**src/design/dvi_fmt_pkg.sv**
```systemverilog
// Constants shared by the pixel output formatter and its helpers.
// Assumes a 25 MHz system clock and a 32-bit AXI4-Lite register bus.
package dvi_fmt_pkg;
    // Clock and link timing
    localparam int CLK_PERIOD_NS   = 40;
    localparam int DE_IDLE_TIME_NS = 1000000;
    localparam int DE_IDLE_CYCLES  = DE_IDLE_TIME_NS / CLK_PERIOD_NS;
    localparam logic [1:0] OCK_EDGE_CYC = 2'h2;

    // Widths
    localparam int CH_W   = 8;
    localparam int PIX_W  = 24;
    localparam int ADDR_W = 4;
    localparam int DATA_W = 32;
    localparam int SYNC_W = 32;

    // Register offsets
    localparam logic [ADDR_W-1:0] CTRL_ADDR       = 4'h0;
    localparam logic [ADDR_W-1:0] STATUS_ADDR     = 4'h4;
    localparam logic [ADDR_W-1:0] INT_STATUS_ADDR = 4'h8;
    localparam logic [ADDR_W-1:0] INT_MASK_ADDR   = 4'hc;

    // Control fields
    localparam int CTRL_W        = 3;
    localparam int CTRL_PIXELS_PER_CLOCK_SELECT_BIT = 0;
    localparam int CTRL_STAGGER_SELECT_N_BIT = 1;
    localparam int CTRL_POL_BIT  = 2;
    localparam logic [CTRL_W-1:0] CTRL_RESET = 3'h6;

    // Status fields
    localparam int STATUS_W = 2;

    // Interrupt events
    localparam int INT_W    = 3;
    localparam int INT_UP   = 0;
    localparam int INT_DOWN = 1;
    localparam int INT_LINE = 2;
    localparam logic [INT_W-1:0] INT_RESET = 3'h0;

    // Bus answers
    localparam logic [1:0] RESP_OKAY   = 2'h0;
    localparam logic [1:0] RESP_SLVERR = 2'h2;

    // Register index type
    typedef enum logic [2:0] {
        REG_CTRL, REG_STATUS, REG_INT_STATUS, REG_INT_MASK, REG_NONE
    } reg_sel_t;
endpackage

```
**src/design/pin_sync.sv**
```systemverilog
// Two-flop synchroniser for a bundle of asynchronous input pins.
// Assumes each bit is stable long enough to be sampled by aclk.
`timescale 1ns/1ps
`default_nettype none
module pin_sync #(
    parameter int W = 1
) (
    // Clock and reset
    input  wire logic         aclk,
    input  wire logic         aresetn,
    // Pins in, synchronised out
    input  wire logic [W-1:0] pin_in,
    output logic      [W-1:0] pin_out
);
    logic [W-1:0] stage1;

    // First stage, read only by the second
    always_ff @(posedge aclk) begin
        if (!aresetn) begin
            stage1 <= '0;
        end else begin
            stage1 <= pin_in;
        end
    end

    // Second stage
    always_ff @(posedge aclk) begin
        if (!aresetn) begin
            pin_out <= '0;
        end else begin
            pin_out <= stage1;
        end
    end
endmodule // pin_sync
`default_nettype wire

```
**src/design/dvi_rx_pixel_output_formatter.sv**
```systemverilog
// Pixel output formatter: decoded link lanes to even/odd pixel buses.
// Assumes decoded lanes, DE and the link clock arrive as async pins.
`timescale 1ns/1ps
`default_nettype none
module dvi_rx_pixel_output_formatter
    import dvi_fmt_pkg::*;
#(
    parameter int DE_IDLE_CYC = dvi_fmt_pkg::DE_IDLE_CYCLES
) (
    // Clock and reset
    input  wire logic                          aclk,
    input  wire logic                          aresetn,
    // AXI4-Lite slave
    input  wire logic [dvi_fmt_pkg::ADDR_W-1:0] awaddr,
    input  wire logic                          awvalid,
    output logic                               awready,
    input  wire logic [dvi_fmt_pkg::DATA_W-1:0] wdata,
    input  wire logic [3:0]                    wstrb,
    input  wire logic                          wvalid,
    output logic                               wready,
    output logic [1:0]                         bresp,
    output logic                               bvalid,
    input  wire logic                          bready,
    input  wire logic [dvi_fmt_pkg::ADDR_W-1:0] araddr,
    input  wire logic                          arvalid,
    output logic                               arready,
    output logic [dvi_fmt_pkg::DATA_W-1:0]     rdata,
    output logic [1:0]                         rresp,
    output logic                               rvalid,
    input  wire logic                          rready,
    // Decoded link lanes
    input  wire logic                          link_clock_pair,
    input  wire logic [dvi_fmt_pkg::CH_W-1:0]  link_lane_blue_data,
    input  wire logic [1:0]                    link_lane_blue_ctl,
    input  wire logic [dvi_fmt_pkg::CH_W-1:0]  link_lane_green_data,
    input  wire logic                          link_lane_green_ctl,
    input  wire logic [dvi_fmt_pkg::CH_W-1:0]  link_lane_red_data,
    input  wire logic [1:0]                    link_lane_red_ctl,
    input  wire logic                          link_de,
    // Output driver power-down pin
    input  wire logic                          output_drive_powerdown_n,
    // Pixel and control outputs
    output logic [dvi_fmt_pkg::PIX_W-1:0]      even_pixel_bus,
    output logic [dvi_fmt_pkg::PIX_W-1:0]      odd_pixel_bus,
    output logic                               de_out,
    output logic                               hsync,
    output logic                               vsync,
    output logic                               ctl1,
    output logic                               ctl2,
    output logic                               ctl3,
    output logic                               output_pixel_clock,
    output logic                               pixel_out_en,
    // Link status and interrupt
    output logic                               link_active_flag,
    output logic                               irq
);
    // Synchronised pins
    logic [SYNC_W-1:0] pins_s;
    logic              lclk_s;
    logic [CH_W-1:0]   blue_s;
    logic [1:0]        bctl_s;
    logic [CH_W-1:0]   green_s;
    logic              gctl_s;
    logic [CH_W-1:0]   red_s;
    logic [1:0]        rctl_s;
    logic              de_s;
    logic              pdo_s;

    pin_sync #(.W(SYNC_W)) u_sync (
        .aclk    (aclk),
        .aresetn (aresetn),
        .pin_in  ({link_clock_pair, link_lane_blue_data, link_lane_blue_ctl,
                   link_lane_green_data, link_lane_green_ctl,
                   link_lane_red_data, link_lane_red_ctl, link_de,
                   output_drive_powerdown_n}),
        .pin_out (pins_s)
    );
    assign {lclk_s, blue_s, bctl_s, green_s, gctl_s, red_s, rctl_s, de_s,
            pdo_s} = pins_s;

    // Registers
    logic [CTRL_W-1:0] ctrl;
    logic [INT_W-1:0]  int_status;
    logic [INT_W-1:0]  int_mask;
    logic              mode2;
    logic              stagger_select_n_n;
    logic              pol;
    assign mode2  = ctrl[CTRL_PIXELS_PER_CLOCK_SELECT_BIT];
    assign stagger_select_n_n = ctrl[CTRL_STAGGER_SELECT_N_BIT];
    assign pol    = ctrl[CTRL_POL_BIT];

    // Register decode
    function automatic reg_sel_t decode(input logic [ADDR_W-1:0] a);
        unique case (a)
            CTRL_ADDR:       decode = REG_CTRL;
            STATUS_ADDR:     decode = REG_STATUS;
            INT_STATUS_ADDR: decode = REG_INT_STATUS;
            INT_MASK_ADDR:   decode = REG_INT_MASK;
            default:         decode = REG_NONE;
        endcase
    endfunction

    // Link clock edge, sampled mid-pixel on its falling edge
    logic lclk_d;
    logic pix_stb;
    always_ff @(posedge aclk) begin
        if (!aresetn) begin
            lclk_d <= 1'b0;
        end else begin
            lclk_d <= lclk_s;
        end
    end
    assign pix_stb = lclk_d & ~lclk_s;

    // Pixel parity within a line
    logic              parity;
    logic              de_last;
    logic              this_odd;
    logic              line_start;
    logic              upd;
    logic              upd_d;
    logic [PIX_W-1:0]  cur_pix;
    logic [PIX_W-1:0]  even_hold;
    logic [PIX_W-1:0]  odd_stage;
    assign line_start = pix_stb & de_s & ~de_last;
    assign this_odd   = line_start ? 1'b0 : parity;
    assign upd        = pix_stb & (~mode2 | this_odd);
    assign cur_pix    = {red_s, green_s, blue_s};

    always_ff @(posedge aclk) begin
        if (!aresetn) begin
            parity  <= 1'b0;
            de_last <= 1'b0;
        end else if (pix_stb) begin
            parity  <= ~this_odd;
            de_last <= de_s;
        end
    end

    // Pair holding for two-pixel mode
    always_ff @(posedge aclk) begin
        if (!aresetn) begin
            even_hold <= '0;
            odd_stage <= '0;
        end else if (pix_stb) begin
            if (mode2 && !this_odd) begin
                even_hold <= cur_pix;
            end
            if (upd) begin
                odd_stage <= mode2 ? cur_pix : '0;
            end
        end
    end

    always_ff @(posedge aclk) begin
        if (!aresetn) begin
            upd_d <= 1'b0;
        end else begin
            upd_d <= upd;
        end
    end

    // Even bus and controls
    always_ff @(posedge aclk) begin
        if (!aresetn) begin
            even_pixel_bus <= '0;
            de_out         <= 1'b0;
            hsync          <= 1'b0;
            vsync          <= 1'b0;
            ctl1           <= 1'b0;
            ctl2           <= 1'b0;
            ctl3           <= 1'b0;
        end else if (upd) begin
            even_pixel_bus <= mode2 ? even_hold : cur_pix;
            de_out         <= de_s;
            {vsync, hsync} <= bctl_s;
            ctl1           <= gctl_s;
            {ctl3, ctl2}   <= rctl_s;
        end
    end

    // Odd bus, same edge or one clock later when staggered
    always_ff @(posedge aclk) begin
        if (!aresetn) begin
            odd_pixel_bus <= '0;
        end else if (upd && !mode2) begin
            odd_pixel_bus <= '0;
        end else if (upd && stagger_select_n_n) begin
            odd_pixel_bus <= cur_pix;
        end else if (upd_d && !stagger_select_n_n) begin
            odd_pixel_bus <= odd_stage;
        end
    end

    // Output pixel clock, capture edge after both buses settle
    logic [1:0] ock_cnt;
    always_ff @(posedge aclk) begin
        if (!aresetn) begin
            output_pixel_clock <= 1'b0;
            ock_cnt            <= '0;
        end else if (upd) begin
            output_pixel_clock <= ~pol;
            ock_cnt            <= OCK_EDGE_CYC;
        end else if (ock_cnt == 2'h1) begin
            output_pixel_clock <= pol;
            ock_cnt            <= '0;
        end else if (ock_cnt != 2'h0) begin
            ock_cnt <= ock_cnt - 2'h1;
        end
    end

    // Output driver enable
    always_ff @(posedge aclk) begin
        if (!aresetn) begin
            pixel_out_en <= 1'b0;
        end else begin
            pixel_out_en <= pdo_s;
        end
    end

    // DE activity watch
    logic        de_prev;
    logic [31:0] idle_cnt;
    always_ff @(posedge aclk) begin
        if (!aresetn) begin
            de_prev          <= 1'b0;
            idle_cnt         <= '0;
            link_active_flag <= 1'b0;
        end else begin
            de_prev <= de_s;
            if (de_s != de_prev) begin
                idle_cnt         <= '0;
                link_active_flag <= 1'b1;
            end else if (idle_cnt >= 32'(DE_IDLE_CYC - 1)) begin
                link_active_flag <= 1'b0;
            end else begin
                idle_cnt <= idle_cnt + 32'h1;
            end
        end
    end

    // Interrupt events
    logic             active_d;
    logic [INT_W-1:0] ev;
    always_ff @(posedge aclk) begin
        if (!aresetn) begin
            active_d <= 1'b0;
        end else begin
            active_d <= link_active_flag;
        end
    end
    assign ev[INT_UP]   = link_active_flag & ~active_d;
    assign ev[INT_DOWN] = ~link_active_flag & active_d;
    assign ev[INT_LINE] = line_start;

    // AXI4-Lite write side
    logic [ADDR_W-1:0] aw_q;
    logic [DATA_W-1:0] w_q;
    logic [3:0]        ws_q;
    logic              aw_got;
    logic              w_got;
    logic              do_wr;
    reg_sel_t          wsel;
    assign do_wr = aw_got && w_got && !bvalid;
    assign wsel  = decode(aw_q);

    // Address and data held until the response is taken
    always_ff @(posedge aclk) begin
        if (!aresetn) begin
            awready <= 1'b0;
            wready  <= 1'b0;
            aw_got  <= 1'b0;
            w_got   <= 1'b0;
            bvalid  <= 1'b0;
            bresp   <= RESP_OKAY;
            aw_q    <= '0;
            w_q     <= '0;
            ws_q    <= '0;
        end else begin
            if (awvalid && awready) begin
                aw_q    <= awaddr;
                aw_got  <= 1'b1;
                awready <= 1'b0;
            end else if (!aw_got) begin
                awready <= 1'b1;
            end
            if (wvalid && wready) begin
                w_q    <= wdata;
                ws_q   <= wstrb;
                w_got  <= 1'b1;
                wready <= 1'b0;
            end else if (!w_got) begin
                wready <= 1'b1;
            end
            if (do_wr) begin
                bvalid <= 1'b1;
                bresp  <= (wsel == REG_NONE) ? RESP_SLVERR : RESP_OKAY;
            end
            if (bvalid && bready) begin
                bvalid <= 1'b0;
                aw_got <= 1'b0;
                w_got  <= 1'b0;
            end
        end
    end

    // Control and mask registers
    always_ff @(posedge aclk) begin
        if (!aresetn) begin
            ctrl     <= CTRL_RESET;
            int_mask <= INT_RESET;
        end else if (do_wr && ws_q[0]) begin
            if (wsel == REG_CTRL) begin
                ctrl <= w_q[CTRL_W-1:0];
            end
            if (wsel == REG_INT_MASK) begin
                int_mask <= w_q[INT_W-1:0];
            end
        end
    end

    // Sticky status, a new event wins over a clear
    logic [INT_W-1:0] clr;
    assign clr = (do_wr && ws_q[0] && wsel == REG_INT_STATUS)
                 ? w_q[INT_W-1:0] : '0;
    always_ff @(posedge aclk) begin
        if (!aresetn) begin
            int_status <= INT_RESET;
            irq        <= 1'b0;
        end else begin
            int_status <= (int_status & ~clr) | ev;
            irq        <= |(((int_status & ~clr) | ev) & int_mask);
        end
    end

    // AXI4-Lite read side
    always_ff @(posedge aclk) begin
        if (!aresetn) begin
            arready <= 1'b0;
            rvalid  <= 1'b0;
            rdata   <= '0;
            rresp   <= RESP_OKAY;
        end else if (arvalid && arready) begin
            arready <= 1'b0;
            rvalid  <= 1'b1;
            rresp   <= RESP_OKAY;
            unique case (decode(araddr))
                REG_CTRL:       rdata <= DATA_W'(ctrl);
                REG_STATUS:     rdata <= DATA_W'({pixel_out_en,
                                                  link_active_flag});
                REG_INT_STATUS: rdata <= DATA_W'(int_status);
                REG_INT_MASK:   rdata <= DATA_W'(int_mask);
                default: begin
                    rdata <= '0;
                    rresp <= RESP_SLVERR;
                end
            endcase
        end else if (rvalid && rready) begin
            rvalid  <= 1'b0;
            arready <= 1'b1;
        end else if (!rvalid) begin
            arready <= 1'b1;
        end
    end

    // Checks
    property p_odd_green_low;
        @(posedge aclk) disable iff (!aresetn)
        (upd && !mode2) |=> odd_pixel_bus[15:8] == 8'h00;
    endproperty
    a_odd_green_low: assert property (p_odd_green_low)
        else $error("odd green not low in one-pixel mode");

    property p_odd_red_low;
        @(posedge aclk) disable iff (!aresetn)
        (upd && !mode2) |=> odd_pixel_bus[23:16] == 8'h00;
    endproperty
    a_odd_red_low: assert property (p_odd_red_low)
        else $error("odd red not low in one-pixel mode");

    property p_even_blue_1pix;
        @(posedge aclk) disable iff (!aresetn)
        (pix_stb && !mode2) |=> even_pixel_bus[7:0] == $past(blue_s);
    endproperty
    a_even_blue_1pix: assert property (p_even_blue_1pix)
        else $error("even blue missed a one-pixel sample");

    property p_sync_recover;
        @(posedge aclk) disable iff (!aresetn)
        upd |=> {vsync, hsync} == $past(bctl_s) && ctl1 == $past(gctl_s);
    endproperty
    a_sync_recover: assert property (p_sync_recover)
        else $error("sync or ctl1 not recovered");

    property p_ctl_red;
        @(posedge aclk) disable iff (!aresetn)
        upd |=> {ctl3, ctl2} == $past(rctl_s);
    endproperty
    a_ctl_red: assert property (p_ctl_red)
        else $error("ctl2 or ctl3 not recovered");

    property p_active_on_toggle;
        @(posedge aclk) disable iff (!aresetn)
        (de_s != de_prev) |=> link_active_flag ##1 link_active_flag;
    endproperty
    a_active_on_toggle: assert property (p_active_on_toggle)
        else $error("link active flag missed a DE toggle");

    property p_stagger;
        @(posedge aclk) disable iff (!aresetn)
        (upd && mode2 && !stagger_select_n_n) |=> $stable(odd_pixel_bus)
            ##1 odd_pixel_bus == odd_stage;
    endproperty
    a_stagger: assert property (p_stagger)
        else $error("odd bus not staggered by one clock");

    property p_together;
        @(posedge aclk) disable iff (!aresetn)
        (upd && mode2 && stagger_select_n_n) |=> odd_pixel_bus == $past(cur_pix)
            && even_pixel_bus == $past(even_hold);
    endproperty
    a_together: assert property (p_together)
        else $error("even and odd buses not updated together");

    property p_capture_edge;
        @(posedge aclk) disable iff (!aresetn)
        upd |=> (output_pixel_clock == ~pol) [*2]
            ##1 output_pixel_clock == pol;
    endproperty
    a_capture_edge: assert property (p_capture_edge)
        else $error("capture edge misplaced after update");

    property p_line_even;
        @(posedge aclk) disable iff (!aresetn)
        (line_start && mode2) |-> !upd ##1 even_hold == $past(cur_pix);
    endproperty
    a_line_even: assert property (p_line_even)
        else $error("first pixel of a line not taken as even");

    property p_powerdown;
        @(posedge aclk) disable iff (!aresetn)
        !pdo_s |=> !pixel_out_en;
    endproperty
    a_powerdown: assert property (p_powerdown)
        else $error("outputs enabled during power-down");
endmodule // dvi_rx_pixel_output_formatter
`default_nettype wire

```
**config.mk**
```make
export PLATFORM = sky130hd
export DESIGN_NAME = dvi_rx_pixel_output_formatter
export DESIGN_NICKNAME = d
export VERILOG_FILES = /design/src/design/dvi_fmt_pkg.sv /design/src/design/pin_sync.sv /design/src/design/dvi_rx_pixel_output_formatter.sv
export SDC_FILE = /design/constraint.sdc
export NUM_CORES = 1
export LEC_CHECK = 0
export BUFFER_PORTS_ARGS = -buffer_cell sky130_fd_sc_hd__clkbuf_2
export CELL_PAD_IN_SITES_DETAIL_PLACEMENT = 0
export CELL_PAD_IN_SITES_GLOBAL_PLACEMENT = 1
export CORE_UTILIZATION = 37
export DETAILED_ROUTE_END_ITERATION = 12
export PLACE_DENSITY = 0.78
export SYNTH_ARGS = -nofsm -noshare
export SYNTH_HDL_FRONTEND = slang
export SYNTH_SLANG_ARGS = --single-unit
```
**constraint.sdc**
```tcl
create_clock -name aclk -period 2.1 [get_ports aclk]
set_clock_uncertainty 0.05 [all_clocks]
set_input_delay 0.42 -clock aclk [delete_from_list [all_inputs] [get_ports aclk]]
set_output_delay 0.42 -clock aclk [all_outputs]
set_load 0.1 [all_outputs]
```
==> impl_metrics.env <==
export IMPL_worstPathMaxFanout=9
export IMPL_postCtsSetupBuffers=0
export IMPL_r2r_start="idle_cnt[17]$_SDFFE_PP0N_"
export IMPL_p_int_w=0.00751
export IMPL_cts_max_level=1
export IMPL_power_frac_comb_pct=7.0
export IMPL_synth_seq_cells=239
export IMPL_crit_buf_inv=0
export IMPL_cts_buffers=26
export IMPL_core_area_um2=22600
export IMPL_crit_type="flop to flop"
export IMPL_syn_to_final_growth_pct=20.4
export IMPL_post_route_period_util_pct=96.6
export IMPL_start_util_pct=37.7
export IMPL_stdcell_area_um2=10300
export IMPL_clockBufferDepth=3
export IMPL_reg2reg_to="idle_cnt[7]$_SDFFE_PP0N_"
export IMPL_synthSimpleGateAreaFrac_pct=18.5
export IMPL_endpoint_kind="flop"
export IMPL_num_antenna_cells=0
export IMPL_hold_ws_ps=41.1
export IMPL_nNetsFinal=1062
export IMPL_drv_cap=0
export IMPL_crit_family="simple AND/OR/NAND/NOR gates"
export IMPL_cts_hold_buf=0
export IMPL_netlist_area_um2=8530
export IMPL_seqPwrFrac_pct=47.4
export IMPL_power_frac_clock_pct=45.6
export IMPL_grt_overflow_total=0
export IMPL_synth_mux_area_fraction_pct=4.43
export IMPL_antenna_found_initial=0
export IMPL_nFillCells=2188
export IMPL_crit_start="idle_cnt[17]$_SDFFE_PP0N_"
export IMPL_place_area_um2=9380
export IMPL_synthMostInstantiatedCell="dfxtp_1"
export IMPL_synth_edf_count=0
export IMPL_status="complete, no violations"
export IMPL_area_sequential_um2=4790
export IMPL_crit_end="idle_cnt[7]$_SDFFE_PP0N_"
export IMPL_synth_xor_area_share_pct=0.205
export IMPL_ff2ff_setup_slack_ps=70
export IMPL_crit_required_ps=2510
export IMPL_cellLeakagePower_nw=4.06
export IMPL_cp_start_kind="flop"
export IMPL_synth_top_family_by_area="simple AND/OR/NAND/NOR gates"
export IMPL_synth_distinct_cells=52
export IMPL_gp_congestion=0.769
export IMPL_first_iter_violations=294
export IMPL_dp_hpwl_um=11300
export IMPL_vias_per_cell=4.76
export IMPL_synthTopCellsByCount="dfxtp_1, nand2_1, and2_1, clkbuf_1, a21oi_1"
export IMPL_finalCriticalPeriod_ps=2030
export IMPL_synth_avg_cell_area_um2=9.91
export IMPL_hold_violations=0
export IMPL_vias=6087
export IMPL_reg2regPathDepth=5
export IMPL_grt_pass1_vias=5751
export IMPL_synth_compound_area_share_pct=15.2
export IMPL_die_y_um=154
export IMPL_num_io_pins=182
export IMPL_fin_cells=1280
export IMPL_slowest_delay_ps=570
export IMPL_grt_total_usage_pct=15.0
export IMPL_syn_inst=860
export IMPL_yosys_area_top_type_share_pct=56.1
export IMPL_drt_first_pass_iters=4
export IMPL_crit_arrival_ps=2440
export IMPL_clkLatencyLatePin_ps=530
export IMPL_worst_slew_pin_slew_ps=579
export IMPL_cts_tree="done"
export IMPL_slew_violations=0
export IMPL_async_flop_share_pct=0
export IMPL_yosys_area_top_type="dfxtp_1"
export IMPL_power_density_nw_per_um2=964
export IMPL_clk_pin_slew_ps=60
export IMPL_cpMaxStageDelayCell="or4_1"
export IMPL_cts_root_buf="clkbuf_16"
export IMPL_final_layout_size_suffix_gt1_share_pct=20.2
export IMPL_die_x_um=154
export IMPL_slew_headroom_pct=61.6
export IMPL_p_sw_w=0.00238
export IMPL_routed_wl_um=17500
export IMPL_cts_num_sinks=239
export IMPL_synth_seq_area_share_pct=56.1
export IMPL_io_buffer_count=118
export IMPL_synth_adder_area_share_pct=0.147
export IMPL_grt_start_max_net_pins=68
export IMPL_place_inst=1235
export IMPL_yosysWarningCount=0
export IMPL_rsz0062_at_grt="yes"
export IMPL_cp_depth=5
export IMPL_ir_drop_uv=523
export IMPL_timing_fmax_ghz=0.493
export IMPL_dieArea_um2=23700
export IMPL_placementRows=55
export IMPL_grt_pass1_wl_um=29400
export IMPL_setup_tns_final_ps=0
export IMPL_hold_class="primary input to flop"
export IMPL_drc_errors=0
export IMPL_swShare_pct=24.1
export IMPL_wl_per_cell_um=13.7
export IMPL_path_cells="or4_4 -> nor3_4 -> nand4_4 -> or4_1 -> a21oi_2"
export IMPL_setup_viol=0
export IMPL_ys_flop_type="dfxtp_1"
export IMPL_ant_nets=0
export IMPL_synth_area_leaders="dfxtp_1, nand2_1, and2_1"
export IMPL_multi_input_area_um2=3460
## placed cells by master (no fill, tap or decap), drive strengths merged, types with 2 or more instances in the layout
cell / n
and2: 70
nor3b: 2
a31oi: 3
nor2b: 20
or2: 2
a22oi: 29
and4: 2
a21o: 2
or4: 7
clkinv: 4
or3: 4
conb: 31
mux4: 2
a22o: 32
o21ai: 34
nand3: 14
dfxtp: 239
xnor2: 2
o31ai: 6
inv: 5
mux2i: 31
a21boi: 36
bufinv: 2
nor4: 4
and3b: 2
nand2b: 5
clkbuf: 155
nor2: 8
buf: 25
mux2: 2
nand4: 5
nor3: 5
and3: 20
o211a: 2
a21oi: 42
nand2: 132
## state kept, by name (all words and copies together), names as in the netlist, 4 cells and up
signal and cells:
u_sync.stage1 32, u_sync.pin_out 32, even_pixel_bus 24, odd_pixel_bus 24, odd_stage 24, aw_q 4, idle_cnt 32, even_hold 24
## routing by layer
metal	wire length [um]	global-route usage [%]	vias up
met3	1140	3.49	25
met1	8270	20.1	2790
met5	0	0	-
met4	323	4.43	0
met2	7810	24.2	131
li1	-	-	3141
## power by group through the flow
stage | Clock (W) | Sequential [W] | Combinational, W
global placement | 0 | 0.00479 | 0.000694
detailed placement | 0 | 0.00479 | 0.000696
floorplan | 0 | 0.00490 | 0.000472
CTS | 0.00461 | 0.00469 | 0.000698
finish | 0.00451 | 0.00469 | 0.000693
global route | 0.00482 | 0.00470 | 0.000741
## through the flow
stage               setup slack, ps  utilization (%)  total power, W
global route                  -36.8             45.3          0.0103
CTS                            5.18             45.2          0.0100
floorplan                      59.1                -         0.00538
global placement              -14.8             41.4         0.00548
detailed placement            -36.2             41.4         0.00549
finish                         70.5             45.3         0.00989
## layout make-up
class                      count  area share (%)
clock inverter                 7           0.963
clock buffer                  38            7.36
multi-input combinational    564            33.7
sequential                   239            46.6
timing repair buffer         142            7.69
tap                          285            3.47
inverter                       5           0.183
## kinds of logic after synthesis
family | Yosys count
AND/OR/NAND/NOR | 303
flip-flops | 239
AO/OA/AOI/OAI | 192
buffers and inverters | 87
multiplexers | 35
XOR/XNOR | 2
adder cells (fa/ha/maj) | 1
other | 1
## worst min path at each step
stage / slack, ps / cells after the start / startpoint / to
3_3_place_gp: 360 / 1 / u_sync.stage1[2]$_SDFF_PN0_ / u_sync.pin_out[2]$_SDFF_PN0_
4_1_cts: 20 / 2 / link_lane_blue_data[5] / u_sync.stage1[28]$_SDFF_PN0_
3_5_place_dp: 370 / 1 / u_sync.stage1[7]$_SDFF_PN0_ / u_sync.pin_out[7]$_SDFF_PN0_
2_1_floorplan: 360 / 1 / u_sync.pin_out[0]$_SDFF_PN0_ / pixel_out_en$_SDFF_PN0_
6_report: 40 / 2 / link_lane_blue_data[3] / u_sync.stage1[26]$_SDFF_PN0_
5_1_grt: 30 / 2 / link_lane_red_data[0] / u_sync.stage1[4]$_SDFF_PN0_
## what timing repair did
item                                    4_1_cts  5_1_grt
endpoints found under the setup margin        9       11
resized for setup                             3        4
pin swaps                                     1        4
No activity file was read; power rests on OpenSTA's default activity.
